### src/pkg/tcc_pkg.sv
// How it works
// Up count wraps to zero, sets overflow flag
// Center mode sets flag when turning down
// Flag clears on armed read then zero write
// New overflow restarts the clear sequence
// Writing one to the flag does nothing
// Interrupt asserts when flag and enable set
// Center select gives up/down counting
// Clock source zero stops, one selects bus
// Code two fixed clock, three external
// Fixed and external clocks are synchronised
// External clock at most quarter bus rate
// Prescaler follows source select and synchroniser
// Prescale value n divides by two^n
// Capture value reads latch both bytes
// Compare bytes transfer after both written
// Channel control write unlatches byte buffers
// Sixteen-bit counter with sixteen-bit modulo limit
// Counter holds during debug background mode
// Stop mode halts, wait mode runs
package tcc_pkg;
    // Address width and register byte offsets on the bus
    localparam int AW = 12;
    localparam logic [11:0] OFS_SC = 12'h000;
    localparam logic [11:0] OFS_CNT = 12'h004;
    localparam logic [11:0] OFS_MOD = 12'h008;
    localparam logic [11:0] OFS_CSC = 12'h00C;
    localparam logic [11:0] OFS_CVH = 12'h010;
    localparam logic [11:0] OFS_CVL = 12'h014;
    // Field positions
    localparam int FLAG_BIT = 7;
    localparam int MODE_HI = 5;
    localparam int MODE_LO = 4;
    // Clock source codes and channel capture mode code
    localparam logic [1:0] CLK_OFF = 2'h0;
    localparam logic [1:0] CLK_BUS = 2'h1;
    localparam logic [1:0] CLK_FIX = 2'h2;
    localparam logic [1:0] CLK_EXT = 2'h3;
    localparam logic [1:0] MODE_CAPT = 2'h0;
    // Prescaler counter width, enough for divide by 128
    localparam int PRE_W = 7;
    localparam logic [15:0] CNT_ZERO = 16'h0000;
    localparam logic [15:0] CNT_ONE = 16'h0001;
    localparam logic [15:0] CNT_FULL = 16'hFFFF;
    localparam logic [1:0] RESP_OKAY = 2'h0;
    localparam logic [1:0] RESP_SLVERR = 2'h2;

    // Timer status/control layout
    typedef struct packed {
        logic flag;
        logic irq_en;
        logic center;
        logic [1:0] src_sel;
        logic [2:0] div_sel;
    } tcc_sc_t;

    // Whole state of the core
    typedef struct packed {
        tcc_sc_t sc;
        logic armed;
        logic [15:0] cnt;
        logic [15:0] modv;
        logic down;
        logic [PRE_W-1:0] pre;
        logic [7:0] csc;
        logic irq;
        logic awready;
        logic wready;
        logic aw_have;
        logic w_have;
        logic [11:0] awaddr;
        logic [31:0] wdata;
        logic [3:0] wstrb;
        logic bvalid;
        logic [1:0] bresp;
        logic arready;
        logic rvalid;
        logic [31:0] rdata;
        logic [1:0] rresp;
    } tcc_state_t;

    localparam tcc_state_t ST_RST = '{awready: 1'b1, wready: 1'b1,
        arready: 1'b1, default: '0};

    // Channel value latch state
    typedef struct packed {
        logic [15:0] value;
        logic [15:0] buffer;
        logic rlatch;
        logic rhi_first;
        logic whi;
        logic wlo;
    } tcc_chan_t;

    // Synchroniser state
    typedef struct packed {
        logic s1;
        logic s2;
        logic s3;
    } tcc_sync_t;
endpackage

### src/design/tcc_sync.sv
`timescale 1ns/1ps
`default_nettype none
// Two-flop synchroniser with rising edge pulse
module tcc_sync (
    input wire logic mclk, // Core clock
    input wire logic rst, // Sync reset
    input wire logic sig_in, // Asynchronous level
    output logic rise // One-cycle pulse on rise
);
    tcc_pkg::tcc_sync_t s; // Registered state
    tcc_pkg::tcc_sync_t n; // Next state

    // First stage feeds only the second
    always_comb
    begin
        n = s;
        n.s1 = sig_in;
        n.s2 = s.s1;
        n.s3 = s.s2;
    end

    always_ff @(posedge mclk)
    begin
        if (rst)
        begin
            s <= '0;
        end
        else
        begin
            s <= n;
        end
    end

    // Edge taken from settled stages only
    assign rise = s.s2 & ~s.s3;
endmodule
`default_nettype wire

### src/design/tcc_chan.sv
`timescale 1ns/1ps
`default_nettype none
// One channel value register with coherent byte latch
module tcc_chan (
    input wire logic mclk, // Core clock
    input wire logic rst, // Sync reset
    input wire logic capture_mode, // Channel in input capture
    input wire logic cap_pulse, // Capture event
    input wire logic [15:0] count, // Main counter
    input wire logic rd_hi, // High byte read
    input wire logic rd_lo, // Low byte read
    input wire logic wr_hi, // High byte write
    input wire logic wr_lo, // Low byte write
    input wire logic [7:0] wbyte, // Write byte
    input wire logic ctl_wr, // Channel control written
    output logic [7:0] hi_byte, // High byte as read
    output logic [7:0] lo_byte // Low byte as read
);
    tcc_pkg::tcc_chan_t s; // Registered state
    tcc_pkg::tcc_chan_t n; // Next state

    always_comb
    begin
        n = s;
        if (capture_mode)
        begin
            // Capture keeps going; buffered copy stays for software
            if (cap_pulse)
            begin
                n.value = count;
            end
            if ((rd_hi | rd_lo) && !s.rlatch)
            begin
                n.buffer = s.value;
                n.rlatch = 1'b1;
                n.rhi_first = rd_hi;
            end
            else if ((rd_hi && !s.rhi_first) || (rd_lo && s.rhi_first))
            begin
                n.rlatch = 1'b0;
            end
        end
        else
        begin
            // Bytes gather in the buffer in either order
            if (wr_hi)
            begin
                n.buffer[15:8] = wbyte;
                n.whi = 1'b1;
            end
            if (wr_lo)
            begin
                n.buffer[7:0] = wbyte;
                n.wlo = 1'b1;
            end
            if (n.whi && n.wlo)
            begin
                n.value = n.buffer;
                n.whi = 1'b0;
                n.wlo = 1'b0;
            end
        end
        // Control write drops any half-done sequence
        if (ctl_wr)
        begin
            n.rlatch = 1'b0;
            n.whi = 1'b0;
            n.wlo = 1'b0;
        end
    end

    always_ff @(posedge mclk)
    begin
        if (rst)
        begin
            s <= '0;
        end
        else
        begin
            s <= n;
        end
    end

    // Latched copy wins while a read pair is open
    assign hi_byte = s.rlatch ? s.buffer[15:8] : s.value[15:8];
    assign lo_byte = s.rlatch ? s.buffer[7:0] : s.value[7:0];
endmodule
`default_nettype wire

### src/design/tcc_core.sv
`timescale 1ns/1ps
`default_nettype none
// Timer main counter, global control and AXI4-Lite register slave
module tcc_core (
    input wire logic mclk, // Bus clock, 100 MHz
    input wire logic rst, // Sync reset, active high
    input wire logic fix_clk_in, // Fixed system clock level
    input wire logic ext_clk_in, // External clock pin
    input wire logic cap_in, // Channel capture pin
    input wire logic dbg_halt, // Debug background mode active
    input wire logic stop_mode, // Stop mode, clocks gone
    input wire logic [11:0] s_axi_awaddr, // Write address
    input wire logic s_axi_awvalid, // Write address valid
    output logic s_axi_awready, // Write address ready
    input wire logic [31:0] s_axi_wdata, // Write data
    input wire logic [3:0] s_axi_wstrb, // Write byte enables
    input wire logic s_axi_wvalid, // Write data valid
    output logic s_axi_wready, // Write data ready
    output logic s_axi_bvalid, // Write response valid
    output logic [1:0] s_axi_bresp, // Write response
    input wire logic s_axi_bready, // Write response ready
    input wire logic [11:0] s_axi_araddr, // Read address
    input wire logic s_axi_arvalid, // Read address valid
    output logic s_axi_arready, // Read address ready
    output logic s_axi_rvalid, // Read data valid
    output logic [31:0] s_axi_rdata, // Read data
    output logic [1:0] s_axi_rresp, // Read response
    input wire logic s_axi_rready, // Read data ready
    output logic overflow_irq, // Overflow interrupt request
    output logic center_pwm_mode, // Center-aligned select
    output logic [15:0] count_value // Main counter
);
    tcc_pkg::tcc_state_t s; // Registered state
    tcc_pkg::tcc_state_t n; // Next state

    logic aw_fire; // Address taken
    logic w_fire; // Data taken
    logic ar_fire; // Read address taken
    logic wr_do; // Write executes now
    logic [11:0] waddr; // Effective write address
    logic [31:0] wdat; // Effective write data
    logic [3:0] wst; // Effective byte enables
    tcc_pkg::tcc_sc_t wsc; // Write data as control fields
    logic wr_sc; // Status/control write
    logic cnt_wr; // Counter write, manual reset
    logic rd_sc; // Status/control read
    logic fix_pulse; // Synchronised fixed clock edge
    logic ext_pulse; // Synchronised external edge
    logic cap_pulse; // Synchronised capture edge
    logic src_pulse; // Selected source edge
    logic run; // Source edge while not halted
    logic [tcc_pkg::PRE_W-1:0] pre_mask; // Prescale mask
    logic pre_tick; // Counter advance
    logic [15:0] lim; // Effective modulo
    logic ovf; // Overflow event this cycle
    logic [7:0] ch_hi; // Channel high byte
    logic [7:0] ch_lo; // Channel low byte
    logic [31:0] rd_mux; // Read data selection
    logic rd_ok; // Read address mapped
    logic wr_ok; // Write address mapped

    // Bus handshakes
    assign aw_fire = s_axi_awvalid & s.awready;
    assign w_fire = s_axi_wvalid & s.wready;
    assign ar_fire = s_axi_arvalid & s.arready;
    assign waddr = s.aw_have ? s.awaddr : s_axi_awaddr;
    assign wdat = s.w_have ? s.wdata : s_axi_wdata;
    assign wst = s.w_have ? s.wstrb : s_axi_wstrb;
    assign wsc = wdat[7:0];
    // Both halves present and no response pending
    assign wr_do = (s.aw_have | aw_fire) & (s.w_have | w_fire) & ~s.bvalid;
    assign wr_sc = wr_do && waddr == tcc_pkg::OFS_SC && wst[0];
    assign cnt_wr = wr_do && waddr == tcc_pkg::OFS_CNT;
    assign rd_sc = ar_fire && s_axi_araddr == tcc_pkg::OFS_SC;

    // Clock inputs pass a synchroniser before use
    tcc_sync u_fix (
        .mclk(mclk),
        .rst(rst),
        .sig_in(fix_clk_in),
        .rise(fix_pulse)
    );
    tcc_sync u_ext (
        .mclk(mclk),
        .rst(rst),
        .sig_in(ext_clk_in),
        .rise(ext_pulse)
    );
    tcc_sync u_cap (
        .mclk(mclk),
        .rst(rst),
        .sig_in(cap_in),
        .rise(cap_pulse)
    );

    // Source select; external rate must stay under a quarter of mclk
    always_comb
    begin
        case (s.sc.src_sel)
            tcc_pkg::CLK_BUS: src_pulse = 1'b1;
            tcc_pkg::CLK_FIX: src_pulse = fix_pulse;
            tcc_pkg::CLK_EXT: src_pulse = ext_pulse;
            default: src_pulse = 1'b0;
        endcase
    end

    // Debug and stop freeze the count; wait mode has no effect
    assign run = src_pulse & ~dbg_halt & ~stop_mode;
    // Divide by two to the n after the source mux
    assign pre_mask = tcc_pkg::PRE_W'((8'h01 << s.sc.div_sel) - 8'h01);
    assign pre_tick = run && ((s.pre & pre_mask) == pre_mask);
    // Zero modulo means free running over the full range
    assign lim = (s.modv == tcc_pkg::CNT_ZERO) ? tcc_pkg::CNT_FULL : s.modv;

    // Channel value register with byte latching
    tcc_chan u_chan (
        .mclk(mclk),
        .rst(rst),
        .capture_mode(s.csc[tcc_pkg::MODE_HI:tcc_pkg::MODE_LO]
            == tcc_pkg::MODE_CAPT && !s.sc.center),
        .cap_pulse(cap_pulse),
        .count(s.cnt),
        .rd_hi(ar_fire && s_axi_araddr == tcc_pkg::OFS_CVH),
        .rd_lo(ar_fire && s_axi_araddr == tcc_pkg::OFS_CVL),
        .wr_hi(wr_do && waddr == tcc_pkg::OFS_CVH && wst[0]),
        .wr_lo(wr_do && waddr == tcc_pkg::OFS_CVL && wst[0]),
        .wbyte(wdat[7:0]),
        .ctl_wr(wr_do && waddr == tcc_pkg::OFS_CSC && wst[0]),
        .hi_byte(ch_hi),
        .lo_byte(ch_lo)
    );

    // Read data mux
    always_comb
    begin
        rd_ok = 1'b1;
        case (s_axi_araddr)
            tcc_pkg::OFS_SC: rd_mux = 32'(s.sc);
            tcc_pkg::OFS_CNT: rd_mux = 32'(s.cnt);
            tcc_pkg::OFS_MOD: rd_mux = 32'(s.modv);
            tcc_pkg::OFS_CSC: rd_mux = 32'(s.csc);
            tcc_pkg::OFS_CVH: rd_mux = 32'(ch_hi);
            tcc_pkg::OFS_CVL: rd_mux = 32'(ch_lo);
            default:
            begin
                rd_mux = '0;
                rd_ok = 1'b0;
            end
        endcase
    end

    // Unmapped writes answer with an error and change nothing
    assign wr_ok = waddr == tcc_pkg::OFS_SC || waddr == tcc_pkg::OFS_CNT
        || waddr == tcc_pkg::OFS_MOD || waddr == tcc_pkg::OFS_CSC
        || waddr == tcc_pkg::OFS_CVH || waddr == tcc_pkg::OFS_CVL;

    // Next state of the whole core
    always_comb
    begin
        n = s;
        ovf = 1'b0;
        if (run)
        begin
            n.pre = s.pre + 1'b1;
        end
        // Counter step
        if (pre_tick)
        begin
            if (!s.sc.center)
            begin
                n.down = 1'b0;
                if (s.cnt >= lim)
                begin
                    n.cnt = tcc_pkg::CNT_ZERO;
                    ovf = 1'b1;
                end
                else
                begin
                    n.cnt = s.cnt + tcc_pkg::CNT_ONE;
                end
            end
            else if (!s.down)
            begin
                // Up leg of center-aligned counting
                if (s.cnt >= lim)
                begin
                    n.down = 1'b1;
                    n.cnt = s.cnt - tcc_pkg::CNT_ONE;
                    ovf = 1'b1;
                end
                else
                begin
                    n.cnt = s.cnt + tcc_pkg::CNT_ONE;
                end
            end
            else if (s.cnt == tcc_pkg::CNT_ZERO)
            begin
                // Bottom turn
                n.down = 1'b0;
                n.cnt = tcc_pkg::CNT_ONE;
            end
            else
            begin
                n.cnt = s.cnt - tcc_pkg::CNT_ONE;
            end
        end
        // Any counter write clears count and prescaler
        if (cnt_wr)
        begin
            n.cnt = tcc_pkg::CNT_ZERO;
            n.pre = '0;
            n.down = 1'b0;
        end
        if (wr_do && waddr == tcc_pkg::OFS_MOD)
        begin
            if (wst[0])
            begin
                n.modv[7:0] = wdat[7:0];
            end
            if (wst[1])
            begin
                n.modv[15:8] = wdat[15:8];
            end
        end
        if (wr_do && waddr == tcc_pkg::OFS_CSC && wst[0])
        begin
            n.csc = wdat[7:0];
        end
        // A read that sees the flag arms the clear
        if (rd_sc && s.sc.flag)
        begin
            n.armed = 1'b1;
        end
        if (wr_sc)
        begin
            n.sc.irq_en = wsc.irq_en;
            n.sc.center = wsc.center;
            n.sc.src_sel = wsc.src_sel;
            n.sc.div_sel = wsc.div_sel;
            // Writing one leaves the flag alone
            if (!wsc.flag && s.armed)
            begin
                n.sc.flag = 1'b0;
            end
            n.armed = 1'b0;
        end
        // Set wins over clear and restarts the sequence
        if (ovf)
        begin
            n.sc.flag = 1'b1;
            n.armed = 1'b0;
        end
        n.irq = n.sc.flag & n.sc.irq_en;
        // Write channel
        if (aw_fire)
        begin
            n.awready = 1'b0;
            n.aw_have = 1'b1;
            n.awaddr = s_axi_awaddr;
        end
        if (w_fire)
        begin
            n.wready = 1'b0;
            n.w_have = 1'b1;
            n.wdata = s_axi_wdata;
            n.wstrb = s_axi_wstrb;
        end
        if (wr_do)
        begin
            n.aw_have = 1'b0;
            n.w_have = 1'b0;
            n.bvalid = 1'b1;
            n.bresp = wr_ok ? tcc_pkg::RESP_OKAY : tcc_pkg::RESP_SLVERR;
        end
        if (s.bvalid && s_axi_bready)
        begin
            n.bvalid = 1'b0;
            n.awready = 1'b1;
            n.wready = 1'b1;
        end
        // Read channel, one outstanding read
        if (ar_fire)
        begin
            n.arready = 1'b0;
            n.rvalid = 1'b1;
            n.rdata = rd_mux;
            n.rresp = rd_ok ? tcc_pkg::RESP_OKAY : tcc_pkg::RESP_SLVERR;
        end
        if (s.rvalid && s_axi_rready)
        begin
            n.rvalid = 1'b0;
            n.arready = 1'b1;
        end
    end

    always_ff @(posedge mclk)
    begin
        if (rst)
        begin
            s <= tcc_pkg::ST_RST;
        end
        else
        begin
            s <= n;
        end
    end

    // Outputs straight from state
    assign s_axi_awready = s.awready;
    assign s_axi_wready = s.wready;
    assign s_axi_bvalid = s.bvalid;
    assign s_axi_bresp = s.bresp;
    assign s_axi_arready = s.arready;
    assign s_axi_rvalid = s.rvalid;
    assign s_axi_rdata = s.rdata;
    assign s_axi_rresp = s.rresp;
    assign overflow_irq = s.irq;
    assign center_pwm_mode = s.sc.center;
    assign count_value = s.cnt;
endmodule
`default_nettype wire

### config.mk
export PLATFORM = sky130hd
export DESIGN_NAME = tcc_core
export DESIGN_NICKNAME = d
export VERILOG_FILES = /design/src/pkg/tcc_pkg.sv /design/src/design/tcc_sync.sv /design/src/design/tcc_chan.sv /design/src/design/tcc_core.sv
export SDC_FILE = /design/constraint.sdc
export NUM_CORES = 1
export LEC_CHECK = 0
export BUFFER_PORTS_ARGS = -buffer_cell sky130_fd_sc_hd__clkbuf_2
export CORE_ASPECT_RATIO = 1.25
export CORE_MARGIN = 1.5
export CORE_UTILIZATION = 53
export DETAILED_ROUTE_END_ITERATION = 8
export PLACE_DENSITY = 0.75
export SETUP_SLACK_MARGIN = 0.5
export SLEW_MARGIN = 40
export SYNTH_ARGS = -nofsm -noshare
export SYNTH_HDL_FRONTEND = slang
export SYNTH_SLANG_ARGS = --single-unit
### constraint.sdc
create_clock -name mclk -period 4.4 [get_ports mclk]
set_input_delay 0.44 -clock mclk [delete_from_list [all_inputs] [get_ports mclk]]
set_output_delay 0.44 -clock mclk [all_outputs]
set_load 0.1 [all_outputs]
==> impl_metrics.yaml <==
status:
  status: "finished clean"
critical_path:
  setup.worst_path.end_class: "register"
  critPathArrivalTime_ns: 3.90
  crit_slowest_cell: "nor2_1"
  r2r-start: "s[119]"
  r2r_end: "count_value[1]"
  cp_common_cell: "nor2_1"
  critical_path.top_delay_family: "simple AND/OR/NAND/NOR gates"
  worstSetupStartpointType: "register"
  path_class: "reg -> reg"
  cp_max_fo: 16
  path_cells: "nor4_1 > and4_1 > nor2_1 > ha_1 > a211oi_1 > o21bai_1 > nand2b_1 > nor2_1 > o221ai_1 > a21oi_1"
  worstPathRequired_ns: 4.75
  cp_num_buf_inv: 0
  cp-startpoint: "s[119]"
  max_stage_delay_ns: 0.58
  cp.depth: 10
  endpoint: "count_value[1]"
  r2r_slack_ns: 0.85
  r2r_cells: 10
placed_design:
  dpl.hpwl_um: 15400
  dp.cells: 1286
  port_buffers: 94
  placed_cell_area_mm2: 0.00900
  place_congestion: 0.845
grt:
  antenna_found_initial: 0
  grt_max_degree: 95
  busiest_layer: "met2"
  met2_usage_pct: 46.5
  grt_util_met1_pct: 32.9
  track_usage_pct: 26.9
  grt_pass1_vias: 7461
  met3_usage_pct: 3.79
  grt_pass1_wl_um: 37700
  grt-ovfl-total: 0
cells_and_area:
  area_growth_pct: 9.88
  stdcell_area_mm2: 0.00962
  instances_no_fill: 1318
  n_antenna_cell: 0
  final_util_pct: 59.4
  final_layout_size_suffix_gt1_share_pct: 17.2
  layout.nets: 1182
logic_synthesis:
  synth_seq_area_share_pct: 36.1
  synth.distinct_cells: 76
  synth-main-ff-cell: "dfxtp_1"
  synth_area_mm2: 0.00875
  synthCells: 1073
  synth-seq-cells: 158
  synth_enable_flop_cells: 0
  synthArstFlopShare_pct: 0
  synth_area_per_cell_um2: 8.16
  ys_warn_count: 0
sta:
  hold_violations: 0
  slew_violations: 0
  fin_crit_sh_pct: 80.6
  whs_ns: 0.220
  setup_viol: 0
  worst_slew_pin_slew_ns: 0.860
  rsz0062_at_grt: "false"
  max_freq_mhz: 282
  clock_skew_ns: 0.0131
  period_needed_ns: 3.55
  fin_tns_setup_ns: 0
  max_slew_margin_pct: 42.7
clock_tree:
  clockRootBuffer: "clkbuf_16"
  cts.clk_slew.worst_paths_ns: 0.07
  cts_made_buffers: 17
  ctsHoldBuffers: 0
  cts_sinks: 158
  cts.path.max_buffers: 2
  postCtsSetupBuffers: 0
  cts.repair.resized: 0
  cts.htree.levels: 4
  clkLatencyLatePin_ns: 0.43
  cts_tree: "done"
floorplanning:
  die_h_um: 147
  core_mm2: 0.0162
  dieArea_mm2: 0.0173
  die_w_um: 118
  ios: 131
  initial_utilization_pct: 54.0
  rows: 52
drt:
  ant_nets: 0
  drc: 0
  drt-total-wl_um: 23000
  wl_per_cell_um: 17.4
  vias: 7970
  drt_pass1_iterations: 6
  via_per_inst: 6.05
  drtIter0Drc: 847
power:
  peakVddDrop_v: 0.000281
  p_per_area_mw_per_mm2: 361
  leakagePower_nw: 3.67
worst_hold_path:
  hold_class: "in -> reg"
  min_from: "cap_in"
flow_run:
  drv_cap: 0
[how the worst min path moves through the flow]
| stage | depth (start not counted) | slack (ns) | endpoint |
|---|---|---|---|
| global placement | 1 | 0.42 | u_cap.n[0] |
| detailed placement | 1 | 0.42 | u_fix.n[0] |
| CTS | 2 | 0.21 | u_cap.n[1] |
| global route | 3 | 0.25 | s[54] |
| finish | 2 | 0.22 | u_cap.n[1] |
| floorplan | 1 | 0.41 | u_cap.n[0] |
[area by class of cell]
class                      count  area [µm²]
fill                        1413        6580
multi-input combinational    782        4900
sequential                   158        3160
timing repair buffer         109         589
clock buffer                  18         429
tap                          216         270
clock inverter                14         183
inverter                      21        78.8
[cells in the final DEF (no fill, tap or decap), drive strengths merged, types with 12 or more instances in the layout]
cell type / instances
dfxtp: 158
nor2: 132
nand2: 111
clkbuf: 111
a21oi: 82
mux2i: 45
o21ai: 43
nor3: 37
nand3: 36
a211oi: 36
inv: 27
ha: 21
mux2: 19
conb: 18
nor2b: 17
a31oi: 17
nor4: 17
buf: 16
a221oi: 12
[per-layer routing]
layer  vias to the layer above  wire length, µm  share of wire (%)
met5                         -                0                  0
met4                         0              814                3.5
met3                        58             1240                5.4
met2                       317            11200                 49
met1                      3771             9700                 42
li1                       3824                -                  -
[metrics by stage]
step / worst slack [ns] / power, W
global route: 0.606 / 0.00357
finish: 0.853 / 0.00347
floorplan: 0.977 / 0.00188
global placement: 0.917 / 0.00194
detailed placement: 0.932 / 0.00195
CTS: 0.925 / 0.00347
[cells in the mapped netlist, types with 6 or more instances]
master    instances  area [µm²]
a31oi_1          17         106
mux4_2            7         158
nor4_1           16         100
ha_1             21         263
o221ai_1          8        70.1
dfxtp_1         158        3160
xnor2_1           6        52.6
a22o_1            8        70.1
a211oi_1         36         270
mux2i_1          45         450
and2_1            8        50.1
nor2_1          131         492
a221oi_1         12         105
buf_2            10        50.1
inv_1            20        75.1
nand2_1         111         417
nand3b_1          6        45.0
o21ai_1          20         100
clkbuf_1         60         225
o21ai_0          22         110
mux2_2           19         214
nor2b_1          17         106
a21oi_1          82         410
a22oi_1           8        60.1
nor3_1           33         165
buf_4            55         413
nand3_1          36         180
or3_1            11        68.8
[sequential cells by signal (all words and copies together), names as in the netlist, 2 cells and up]
register     flops
s               72
count_value     16
u_fix.n          2
s_axi_rdata     16
u_chan.s        36
u_ext.n          2
u_cap.n          2
[kinds of logic (layout without fill, tap and decap cells)]
kind of cell               Yosys count  after routing  synth area share (%)
muxes                               71             71                  9.39
other                                1             18                0.0428
and+or+nand+nor                    413            413                  23.1
AOI/OAI and AO/OA                  250            250                  18.5
DFF                                158            158                  36.1
xor gates and xnor gates             9              9                 0.901
adders and majority gates           21             21                  3.00
buffers and inverters              150            162                  8.93
[report_power, final]
| part | internal, W | total [W] | switching [W] |
|---|---|---|---|
| Clock | 0.000908 | 0.00155 | 0.000643 |
| Sequential | 0.00147 | 0.00150 | 0.0000308 |
| Combinational | 0.000107 | 0.000416 | 0.000308 |
| Total | 0.00249 | 0.00347 | 0.000983 |
No activity file was read; power rests on OpenSTA's default activity.
